--- config.mk ---
export PLATFORM = sky130hd
export DESIGN_NAME = cnmwc_top
export DESIGN_NICKNAME = d
export VERILOG_FILES = /design/src/rtl/cnmwc_pkg.sv /design/src/rtl/cnmwc_top.sv
export SDC_FILE = /design/constraint.sdc
export NUM_CORES = 1
export LEC_CHECK = 0
export BUFFER_PORTS_ARGS = -buffer_cell sky130_fd_sc_hd__buf_2
export CORE_ASPECT_RATIO = 0.8
export CORE_MARGIN = 4
export CORE_UTILIZATION = 50
export CTS_CLUSTER_DIAMETER = 50
export CTS_CLUSTER_SIZE = 20
export DETAILED_ROUTE_END_ITERATION = 8
export GPL_TIMING_DRIVEN = 0
export PLACE_DENSITY = 0.76
export SKIP_LAST_GASP = 1
export SLEW_MARGIN = 20
export SYNTH_ARGS = -nofsm -noshare
export SYNTH_HDL_FRONTEND = slang
export SYNTH_SLANG_ARGS = --single-unit
--- constraint.sdc ---
create_clock -name i_ref_clk -period 2.1 [get_ports i_ref_clk]
set_input_delay 0.21 -clock i_ref_clk [delete_from_list [all_inputs] [get_ports i_ref_clk]]
set_output_delay 0.21 -clock i_ref_clk [all_outputs]
set_load 0.05 [all_outputs]
--- src/rtl/cnmwc_pkg.sv ---
package cnmwc_pkg;

   ////////////////////////////////////////////////////////////////////////////
   // clock and timing
   localparam longint CLK_HZ          = 25_000_000;
   localparam int     CLK_MHZ         = int'(CLK_HZ / 1_000_000);
   localparam int     WAKE_FILTER_NS  = 1000;
   localparam int     WAKE_TIMEOUT_US = 1000;
   localparam longint INACTIVE_S      = 240;
   localparam int     WD_TIMEOUT_MS   = 60;
   // least time rounds up, longest rounds down
   localparam int     WAKE_FILTER_CYC  = (WAKE_FILTER_NS * CLK_MHZ + 999) / 1000;
   localparam int     WAKE_TIMEOUT_CYC = WAKE_TIMEOUT_US * CLK_MHZ;
   localparam longint INACTIVE_CYC     = INACTIVE_S * CLK_HZ;
   localparam int     WD_CYC           = WD_TIMEOUT_MS * CLK_MHZ * 1000;

   ////////////////////////////////////////////////////////////////////////////
   // counter widths and terminal values
   localparam int             FLT_W     = 8;
   localparam int             WKTO_W    = 16;
   localparam int             INACT_W   = 33;
   localparam int             WD_W      = 21;
   localparam logic [FLT_W-1:0] FLT_TERM = FLT_W'(WAKE_FILTER_CYC);

   ////////////////////////////////////////////////////////////////////////////
   // host mode selection and watchdog action codes
   localparam logic [1:0] MODE_SEL_SLEEP   = 2'h0;
   localparam logic [1:0] MODE_SEL_STANDBY = 2'h1;
   localparam logic [1:0] MODE_SEL_NORMAL  = 2'h2;
   localparam logic [1:0] WD_ACT_IRQ       = 2'h0;
   localparam logic [1:0] WD_ACT_STANDBY   = 2'h1;
   localparam logic [1:0] WD_ACT_RST_PIN   = 2'h2;

   ////////////////////////////////////////////////////////////////////////////
   // state encodings
   typedef enum logic [4:0] {
      CNMWC_SLEEP   = 5'h01,
      CNMWC_STANDBY = 5'h02,
      CNMWC_NORMAL  = 5'h04,
      CNMWC_TSD     = 5'h08,
      CNMWC_IO_UNDERVOLTAGE_PROTECTED    = 5'h10
   } cnmwc_mode_t;

   typedef enum logic [4:0] {
      WK_IDLE     = 5'h01,
      WK_DOM1     = 5'h02,
      WK_REC      = 5'h04,
      WK_BUS_WAKE_REQUEST     = 5'h08,
      WK_WAIT_REC = 5'h10
   } cnmwc_wake_t;

endpackage

--- src/rtl/cnmwc_top.sv ---
`timescale 1ns/1ps
`default_nettype none

module cnmwc_top
   import cnmwc_pkg::*;
#(
   parameter logic [WKTO_W-1:0]  P_WAKE_TIMEOUT_CYC = WKTO_W'(WAKE_TIMEOUT_CYC),
   parameter logic [INACT_W-1:0] P_INACTIVE_CYC     = INACT_W'(INACTIVE_CYC),
   parameter logic [WD_W-1:0]    P_WD_CYC           = WD_W'(WD_CYC)
) (
   input  wire logic       i_ref_clk,
   input  wire logic       i_rst_b,
   input  wire logic       i_mode_wr,
   input  wire logic [1:0] i_mode_sel,
   input  wire logic       i_flags_clr,
   input  wire logic       i_config_done,
   input  wire logic       i_sleep_wake_error_disable,
   input  wire logic       i_bus_dominant,
   input  wire logic       i_txd,
   input  wire logic       i_local_wake_event,
   input  wire logic       i_vcc_uv,
   input  wire logic       i_vio_uv,
   input  wire logic       i_tsd,
   input  wire logic       i_test_mode,
   input  wire logic [1:0] i_watchdog_action_select,
   input  wire logic       i_watchdog_trigger_bit,
   output logic [4:0]      o_mode,
   output logic            o_bus_drive_dominant,
   output logic            o_rxd_int,
   output logic            o_irq_out_n,
   output logic            o_wake_request_out_n,
   output logic            o_regulator_enable_out,
   output logic            o_spi_enable,
   output logic            o_osc_enable,
   output logic            o_bus_wake_flag,
   output logic            o_local_wake_flag,
   output logic            o_power_on_flag,
   output logic            o_uv_flag,
   output logic            o_sleep_by_fault,
   output logic            o_watchdog_flag,
   output logic            o_watchdog_reset_out,
   output logic            o_config_lost
);

   ////////////////////////////////////////////////////////////////////////////
   // wake pattern detector state
   cnmwc_wake_t       wk_state, next_wk_state;
   logic [FLT_W-1:0]  run_cnt, next_run_cnt;
   logic              last_dom, next_last_dom;
   logic [WKTO_W-1:0] to_cnt, next_to_cnt;
   logic              filt_hit, filt_dom, filt_rec, det_en, wake_bus_evt;

   ////////////////////////////////////////////////////////////////////////////
   // mode controller state
   cnmwc_mode_t        mode, next_mode;
   logic               bw_flag, next_bw_flag;
   logic               lw_flag, next_lw_flag;
   logic               pwron_flag, next_pwron_flag;
   logic               uv_latched, next_uv_latched;
   logic               sleep_fault, next_sleep_fault;
   logic               wake_given, next_wake_given;
   logic               cfg_lost, next_cfg_lost;
   logic               inact_run, next_inact_run;
   logic [INACT_W-1:0] inact_cnt, next_inact_cnt;
   logic               wd_run, next_wd_run;
   logic [WD_W-1:0]    wd_cnt, next_wd_cnt;
   logic               wd_flag, next_wd_flag;
   logic               wd_rst_pulse, next_wd_rst_pulse;
   logic               spi_on, flags_clr, mode_ok, set_bw, set_lw, wd_fire;
   logic [1:0]         wd_act;

   ////////////////////////////////////////////////////////////////////////////
   // wake detector next state
   always_comb begin
      next_last_dom = i_bus_dominant;
      // run length of the current bus level, first cycle counts as one, saturating
      if (i_bus_dominant != last_dom) begin
         next_run_cnt = FLT_W'(1);
      end else if (run_cnt == FLT_TERM) begin
         next_run_cnt = run_cnt;
      end else begin
         next_run_cnt = run_cnt + FLT_W'(1);
      end
      // level held a full filter time; shorter levels never qualify
      filt_hit = (i_bus_dominant == last_dom) && (run_cnt == FLT_TERM - FLT_W'(1));
      filt_dom = filt_hit && i_bus_dominant;
      filt_rec = filt_hit && !i_bus_dominant;
      det_en = (mode != CNMWC_NORMAL); // low power receiver off in normal
      next_wk_state = wk_state;
      next_to_cnt = to_cnt;
      wake_bus_evt = 1'b0;
      case (wk_state)
         WK_IDLE: begin
            if (filt_dom) begin // first filtered dominant
               next_wk_state = WK_DOM1;
               next_to_cnt = '0;
            end
         end
         WK_DOM1, WK_REC: begin
            next_to_cnt = to_cnt + WKTO_W'(1);
            if (to_cnt == P_WAKE_TIMEOUT_CYC - WKTO_W'(1)) begin
               next_wk_state = WK_WAIT_REC; // pattern too slow
            end else if (wk_state == WK_DOM1 && filt_rec) begin
               next_wk_state = WK_REC; // short glitches ignored meanwhile
            end else if (wk_state == WK_REC && filt_dom) begin
               next_wk_state = WK_BUS_WAKE_REQUEST; // advance immediately
               wake_bus_evt = 1'b1;
            end
         end
         WK_BUS_WAKE_REQUEST: begin
            wake_bus_evt = filt_dom; // every later filtered dominant
         end
         WK_WAIT_REC: begin
            if (!i_bus_dominant) begin
               next_wk_state = WK_IDLE; // fresh pattern needed
            end
         end
         default: begin
            next_wk_state = WK_IDLE;
         end
      endcase
      // request dropped on normal or transceiver undervoltage
      if (!det_en || i_vcc_uv) begin
         next_wk_state = WK_IDLE;
         wake_bus_evt = 1'b0;
      end
   end

   // wake detector registers
   always_ff @(posedge i_ref_clk) begin
      if (!i_rst_b) begin
         wk_state <= WK_IDLE;
         run_cnt  <= '0;
         last_dom <= 1'b0;
         to_cnt   <= '0;
      end else begin
         wk_state <= next_wk_state;
         run_cnt  <= next_run_cnt;
         last_dom <= next_last_dom;
         to_cnt   <= next_to_cnt;
      end
   end

   ////////////////////////////////////////////////////////////////////////////
   // mode controller next state
   always_comb begin
      next_mode = mode;
      next_bw_flag = bw_flag;
      next_lw_flag = lw_flag;
      next_pwron_flag = pwron_flag;
      next_uv_latched = uv_latched;
      next_sleep_fault = sleep_fault;
      next_wake_given = wake_given;
      next_cfg_lost = cfg_lost;
      next_inact_run = inact_run;
      next_inact_cnt = inact_cnt;
      next_wd_run = wd_run;
      next_wd_cnt = wd_cnt;
      next_wd_flag = wd_flag;
      next_wd_rst_pulse = 1'b0;
      wd_fire = 1'b0;
      // spi dead in sleep and io undervoltage, so writes vanish there
      spi_on = (mode != CNMWC_SLEEP) && (mode != CNMWC_IO_UNDERVOLTAGE_PROTECTED);
      flags_clr = i_flags_clr && spi_on;
      mode_ok = i_mode_wr && spi_on;
      // first wake only while in standby; any wake counts in sleep
      set_bw = wake_bus_evt && (mode == CNMWC_SLEEP || (mode == CNMWC_STANDBY && !wake_given));
      set_lw = i_local_wake_event && (mode != CNMWC_NORMAL) &&
               (mode != CNMWC_STANDBY || !wake_given);
      // in test mode only irq and standby actions exist
      wd_act = (i_test_mode && i_watchdog_action_select[1]) ? WD_ACT_IRQ : i_watchdog_action_select;
      // sticky flags: a set in the clear cycle wins
      if (set_bw) next_bw_flag = 1'b1;
      else if (flags_clr) next_bw_flag = 1'b0;
      if (set_lw) next_lw_flag = 1'b1;
      else if (flags_clr) next_lw_flag = 1'b0;
      if (set_bw || set_lw) next_wake_given = 1'b1;
      if (flags_clr) next_pwron_flag = 1'b0;
      if (i_vcc_uv || i_vio_uv) next_uv_latched = 1'b1;
      else if (flags_clr) next_uv_latched = 1'b0;
      if (i_config_done && spi_on) next_cfg_lost = 1'b0;
      // inactivity timer stops once host clears flags or goes normal
      if (inact_run) next_inact_cnt = inact_cnt + INACT_W'(1);
      if (flags_clr) next_inact_run = 1'b0;
      // watchdog restarted by trigger bit and on each timeout; held in reset in io uv
      if (i_watchdog_trigger_bit && spi_on) begin
         next_wd_run = 1'b1;
         next_wd_cnt = '0;
      end else if (wd_run && mode != CNMWC_IO_UNDERVOLTAGE_PROTECTED) begin
         next_wd_cnt = wd_cnt + WD_W'(1);
         if (wd_cnt == P_WD_CYC - WD_W'(1)) begin
            next_wd_cnt = '0;
            next_wd_flag = 1'b1;
            next_wd_rst_pulse = (wd_act == WD_ACT_RST_PIN);
            wd_fire = 1'b1;
         end
      end else if (mode == CNMWC_IO_UNDERVOLTAGE_PROTECTED) begin
         next_wd_cnt = '0;
      end
      if (flags_clr && !wd_fire) next_wd_flag = 1'b0; // a timeout in the clear cycle wins
      case (mode)
         CNMWC_SLEEP: begin
            // only a wake leaves sleep; mode writes ignored
            if (set_bw || set_lw) begin
               next_mode = CNMWC_STANDBY;
               next_inact_run = !i_sleep_wake_error_disable;
               next_inact_cnt = '0;
            end
         end
         CNMWC_STANDBY, CNMWC_NORMAL: begin
            if (i_vio_uv) begin
               next_mode = CNMWC_IO_UNDERVOLTAGE_PROTECTED;
            end else if (i_tsd) begin
               next_mode = CNMWC_TSD;
            end else if (mode == CNMWC_STANDBY && inact_run &&
                         inact_cnt == P_INACTIVE_CYC - INACT_W'(1)) begin
               next_mode = CNMWC_SLEEP; // timer expiry
               next_sleep_fault = 1'b1;
            end else if (wd_flag == 1'b0 && next_wd_flag && wd_act == WD_ACT_STANDBY) begin
               next_mode = CNMWC_STANDBY;
               next_wake_given = (mode == CNMWC_STANDBY) ? wake_given : 1'b0;
            end else if (mode_ok) begin // only host selects modes
               if (i_mode_sel == MODE_SEL_SLEEP) begin
                  next_mode = CNMWC_SLEEP;
                  next_sleep_fault = 1'b0;
               end else if (i_mode_sel == MODE_SEL_NORMAL && !next_uv_latched && !cfg_lost) begin
                  next_mode = CNMWC_NORMAL; // refused after uv or lost config
                  next_inact_run = 1'b0;
               end else if (i_mode_sel == MODE_SEL_STANDBY && mode == CNMWC_NORMAL) begin
                  next_mode = CNMWC_STANDBY;
                  next_wake_given = 1'b0; // re-arm first wake interrupt
               end
            end
         end
         CNMWC_TSD: begin
            if (i_vio_uv) next_mode = CNMWC_IO_UNDERVOLTAGE_PROTECTED;
            else if (!i_tsd) next_mode = CNMWC_STANDBY;
         end
         CNMWC_IO_UNDERVOLTAGE_PROTECTED: begin
            if (!i_vio_uv) next_mode = CNMWC_STANDBY;
         end
         default: begin
            next_mode = CNMWC_STANDBY;
         end
      endcase
      // entering sleep powers down registers, keeping only the cause flag and the uv flag
      if (next_mode == CNMWC_SLEEP && mode != CNMWC_SLEEP) begin
         next_bw_flag = 1'b0;
         next_lw_flag = 1'b0;
         next_pwron_flag = 1'b0;
         next_wd_flag = 1'b0;
         next_cfg_lost = 1'b1;
         next_inact_run = 1'b0;
         next_wd_run = 1'b0;
         next_wake_given = 1'b0;
      end
   end

   // mode registers; reset enters standby with timer running
   always_ff @(posedge i_ref_clk) begin
      if (!i_rst_b) begin
         mode         <= CNMWC_STANDBY;
         bw_flag      <= 1'b0;
         lw_flag      <= 1'b0;
         pwron_flag   <= 1'b1;
         uv_latched   <= 1'b0;
         sleep_fault  <= 1'b0;
         wake_given   <= 1'b0;
         cfg_lost     <= 1'b0;
         inact_run    <= 1'b1;
         inact_cnt    <= '0;
         wd_run       <= 1'b0;
         wd_cnt       <= '0;
         wd_flag      <= 1'b0;
         wd_rst_pulse <= 1'b0;
      end else begin
         mode         <= next_mode;
         bw_flag      <= next_bw_flag;
         lw_flag      <= next_lw_flag;
         pwron_flag   <= next_pwron_flag;
         uv_latched   <= next_uv_latched;
         sleep_fault  <= next_sleep_fault;
         wake_given   <= next_wake_given;
         cfg_lost     <= next_cfg_lost;
         inact_run    <= next_inact_run;
         inact_cnt    <= next_inact_cnt;
         wd_run       <= next_wd_run;
         wd_cnt       <= next_wd_cnt;
         wd_flag      <= next_wd_flag;
         wd_rst_pulse <= next_wd_rst_pulse;
      end
   end

   ////////////////////////////////////////////////////////////////////////////
   // output flops: one cycle behind state, traded for glitch-free pins
   always_ff @(posedge i_ref_clk) begin
      if (!i_rst_b) begin
         o_mode                 <= CNMWC_STANDBY;
         o_bus_drive_dominant   <= 1'b0;
         o_rxd_int              <= 1'b1;
         o_irq_out_n            <= 1'b1;
         o_wake_request_out_n   <= 1'b1;
         o_regulator_enable_out <= 1'b1;
         o_spi_enable           <= 1'b1;
         o_osc_enable           <= 1'b1;
         o_bus_wake_flag        <= 1'b0;
         o_local_wake_flag      <= 1'b0;
         o_power_on_flag        <= 1'b0;
         o_uv_flag              <= 1'b0;
         o_sleep_by_fault       <= 1'b0;
         o_watchdog_flag        <= 1'b0;
         o_watchdog_reset_out   <= 1'b0;
         o_config_lost          <= 1'b0;
      end else begin
         o_mode                 <= mode;
         o_bus_drive_dominant   <= (mode == CNMWC_NORMAL) && !i_txd;
         // normal: bus state; else low only for dominant past filter
         o_rxd_int              <= (mode == CNMWC_NORMAL) ? !i_bus_dominant :
                                   !(wk_state == WK_BUS_WAKE_REQUEST && i_bus_dominant && run_cnt == FLT_TERM);
         o_irq_out_n            <= !(spi_on && (bw_flag || lw_flag || pwron_flag || uv_latched ||
                                                 sleep_fault || wd_flag));
         o_wake_request_out_n   <= (mode == CNMWC_SLEEP); // alive in sleep
         o_regulator_enable_out <= spi_on;
         o_spi_enable           <= spi_on;
         o_osc_enable           <= (mode != CNMWC_IO_UNDERVOLTAGE_PROTECTED);
         o_bus_wake_flag        <= bw_flag;
         o_local_wake_flag      <= lw_flag;
         o_power_on_flag        <= pwron_flag;
         o_uv_flag              <= uv_latched;
         o_sleep_by_fault       <= sleep_fault;
         o_watchdog_flag        <= wd_flag;
         o_watchdog_reset_out   <= wd_rst_pulse;
         o_config_lost          <= cfg_lost;
      end
   end

endmodule

`default_nettype wire
==> summary.md <==
| Metric | Value |
|---|---|
| # setup viols final | `45` |
| WL met2 | `8000 um` |
| Hold path depth | `3` |
| Hold crit path type | `in2reg` |
| Share of layout cells above drive strength 1 | `0.313` |
| CTS max path bufs | `2` |
| Total track usage | `0.239` |
| Highest metal used | `met4` |
| WP data required | `2.40 ns` |
| Tightest Pin Transition | `0.669 ns` |
| Final Hold Fails | `0` |
| Crit path capture type | `flip-flop` |
| Leakage power | `2.85 nW` |
| Syn Inst Count | `674` |
| Num CTS Buffers | `17` |
| Tcrit/Tclk final | `1.04` |
| Crit start category | `flip-flop` |
| Simple-gate area share of the yosys netlist | `0.318` |
| Core area | `11100 um2` |
| FF+latch count, synth | `119` |
| IO Port Bufs | `37` |
| Rel. slew slack | `0.554` |
| Synth warnings | `0` |
| Antenna-violating nets left | `0` |
| Fill cells | `822` |
| Max cap viols | `0` |
| P&R area growth vs syn | `33.8%` |
| Initial Util | `0.520` |
| Cell Rows | `34` |
| IO Pins | `38` |
| Clk sink count | `119` |
| Final Instance Area | `7700 um2` |
| Largest net degree at the start of global routing | `17` |
| Worst R2R Path Depth | `8` |
| Outcome | `complete, but fails checks` |
| Routed vias | `5594` |
| Final min period | `2.18 ns` |
| Post-Synth XOR/XNOR Area | `0.0913` |
| Root buf cell | `clkbuf_16` |
| Nets | `800` |
| Skew-Pair Late Insertion Delay | `0.42 ns` |
| Remaining DRCs | `0` |
| Critical path fanouts, max | `5` |
| Slew Viols, Final | `0` |
| Grt ovf | `0` |
| Fmax | `0.458 GHz` |
| 1st-iter DRT viols | `696` |
| Pwr Density | `778 nW/um2` |
| RSZ-0062 raised after global routing | `yes` |
| DP Area | `6120 um2` |
| Worst setup margin | `-0.0820 ns` |
| Routability cong. | `0.936` |
| First drt pass iteration count | `5` |
| CTS tree | `yes` |
| Largest family of logic cells by synthesized area | `simple AND/OR/NAND/NOR gates` |
| Antenna violations before repair | `0` |
| Synth async-reset ratio | `0` |
| Number of global-route vias before repair | `5210` |
| First-pass GRT wire length | `25800 um` |
| Synth cell types | `71` |
| Die Width | `128 um` |
| Critical path class | `reg2reg` |
| Peak supply drop | `568 uV` |
| Data arrival, critical path | `2.49 ns` |
| Failing checks | `negative setup slack` |
| Metal3 WL | `1580 um` |
| Met1 WL | `6940 um` |
| Post-DR wirelength/cell | `18.1 um` |
| Max H-tree Level | `4` |
| Ys flop type | `dfxtp_1` |
| Adder-Cell Fraction of Synth Area | `0.0130` |
| Worst-path clk slew | `0.05 ns` |
| Commonest non-fill, non-tap cell in the layout | `dfxtp_1` |
| Synth Area in Compound Gates | `0.116` |
| Wirelength, routed | `16900 um` |
| HPWL reported at the end of detailed placement | `10200 um` |
| Worst Clk Skew | `0.0109 ns` |
| N_diodes | `0` |
| Post-Syn Area | `5760 um2` |
| Synthesized area per cell | `8.54 um2` |
| Number of enable flip-flop cells after synthesis | `0` |
| Most frequent cells in the layout | `dfxtp_1 (102), nor2_1 (71), nand2_1 (56)` |
| Seq/Total Area, Yosys | `0.414` |
| Post-route setup TNS | `-2.01 ns` |
| DIE AREA | `13300 um2` |
| Die height | `104 um` |
| Via density | `6.00` |
| Multiplexer share of the synthesized area | `0.00891` |
| Net count after synthesis | `698` |
-- state kept, by name (all words and copies together) (netlist names), 5 cells and up --
name,cells
o_mode,5
to_cnt,16
inact_cnt,33
mode,5
wd_cnt,21
run_cnt,8
wk_state,5
-- synthesized netlist by cell type (all sizes together) (2+ instances only) --
| master | count | area [um2] |
|---|---|---|
| dfxtp | 119 | 2380 |
| nor2 | 103 | 387 |
| nand2 | 59 | 224 |
| xnor2 | 40 | 350 |
| nand3 | 30 | 150 |
| nor3 | 27 | 135 |
| a21oi | 23 | 115 |
| xor2 | 20 | 175 |
| inv | 19 | 71.3 |
| nand4 | 18 | 113 |
| o21ai | 17 | 92.6 |
| and2 | 16 | 100 |
| and3 | 15 | 93.8 |
| buf | 15 | 98.9 |
| nor4 | 13 | 111 |
| clkbuf | 11 | 52.5 |
| nor4b | 9 | 85.1 |
| o211ai | 7 | 52.6 |
| or4 | 7 | 57.6 |
| ha | 6 | 75.1 |
| nand4b | 6 | 52.6 |
| nor2b | 6 | 37.5 |
| nor3b | 6 | 45.0 |
| nor4bb | 6 | 60.1 |
| o31ai | 6 | 45.0 |
| a22oi | 5 | 42.5 |
| a311oi | 5 | 43.8 |
| or2 | 5 | 31.3 |
| or3 | 5 | 31.3 |
| a21o | 4 | 32.5 |
| a31oi | 4 | 25.0 |
| mux2i | 4 | 40.0 |
| o211a | 4 | 40.0 |
| a211oi | 3 | 27.5 |
| nand2b | 3 | 18.8 |
| nand3b | 3 | 22.5 |
| o21a | 3 | 22.5 |
| a21boi | 2 | 15.0 |
| and4 | 2 | 17.5 |
| o311a | 2 | 22.5 |
| or4b | 2 | 27.5 |
-- power breakdown --
group          switching [mW]  total (mW)  internal [mW]  leakage, nW
sequential             0.0351        2.33           2.29        0.974
combinational           0.329       0.563          0.234         1.57
clock                    1.05        3.10           2.05        0.310
total                    1.42        5.99           4.57         2.85
-- worst paths after layout --
path	start	end	slack, ns
worst max register to register	run_cnt[5]	inact_cnt[19]	-0.08
worst min register to register	wd_rst_pulse	o_watchdog_reset_out	0.46
worst min-delay path	i_tsd	mode[3]	0.07
worst max-delay path	run_cnt[5]	inact_cnt[19]	-0.08
-- routing by layer --
layer	track usage	up-vias
met5	0	-
met4	0.0909	0
met3	0.0601	45
met2	0.380	299
met1	0.311	2641
li1	-	2609
-- worst max-delay path, stage by stage (launching register included) --
cell,delay [ns]
dfxtp_4,0.35
nand4bb_4,0.25
or3_4,0.44
nor4b_4,0.35
a21boi_4,0.13
o21ai_4,0.20
buf_12,0.16
clkbuf_16,0.15
nor2_2,0.04
-- repair_timing --
item | 4_1_cts | 5_1_grt
endpoints found under the hold margin | 1 | 0
pin swaps | 21 | 34
resized for setup | 67 | 99
setup buffers | 27 | 18
setup endpoints to repair | 79 | 73
hold buffers | 1 | 0
cloned | 2 | 3
-- cell families after synthesis --
family | count (synthesis)
flip-flops | 119
AND/OR/NAND/NOR | 344
XOR/XNOR | 60
multiplexers | 5
buffers and inverters | 45
adder cells (fa/ha/maj) | 6
AO/OA/AOI/OAI | 95
-- final cells by class --
| class | instances | area, um2 | area share |
|---|---|---|---|
| repair buffers | 86 | 629 | 0.0817 |
| plain buffers | 23 | 203 | 0.0263 |
| inverters | 19 | 73.8 | 0.00958 |
| clock buffers | 20 | 457 | 0.0593 |
| multi-input cells | 510 | 3560 | 0.462 |
| flip-flops and latches | 119 | 2430 | 0.315 |
| well taps | 144 | 180 | 0.0234 |
| clock inverters | 12 | 174 | 0.0226 |
-- stage by stage --
stage	instances	util	hold slack (ns)	power (mW)	setup slack [ns]
after floorplan	674	-	0.287	2.66	0.0306
after global placement	855	0.554	0.373	2.78	-0.301
after detailed placement	855	0.554	0.404	2.79	-0.353
after CTS	915	0.651	0.0501	5.93	-0.0694
after global routing	933	0.696	0.0761	6.17	-0.155
final	933	0.696	0.0726	5.99	-0.0820
(Power assumes the default switching activity.)
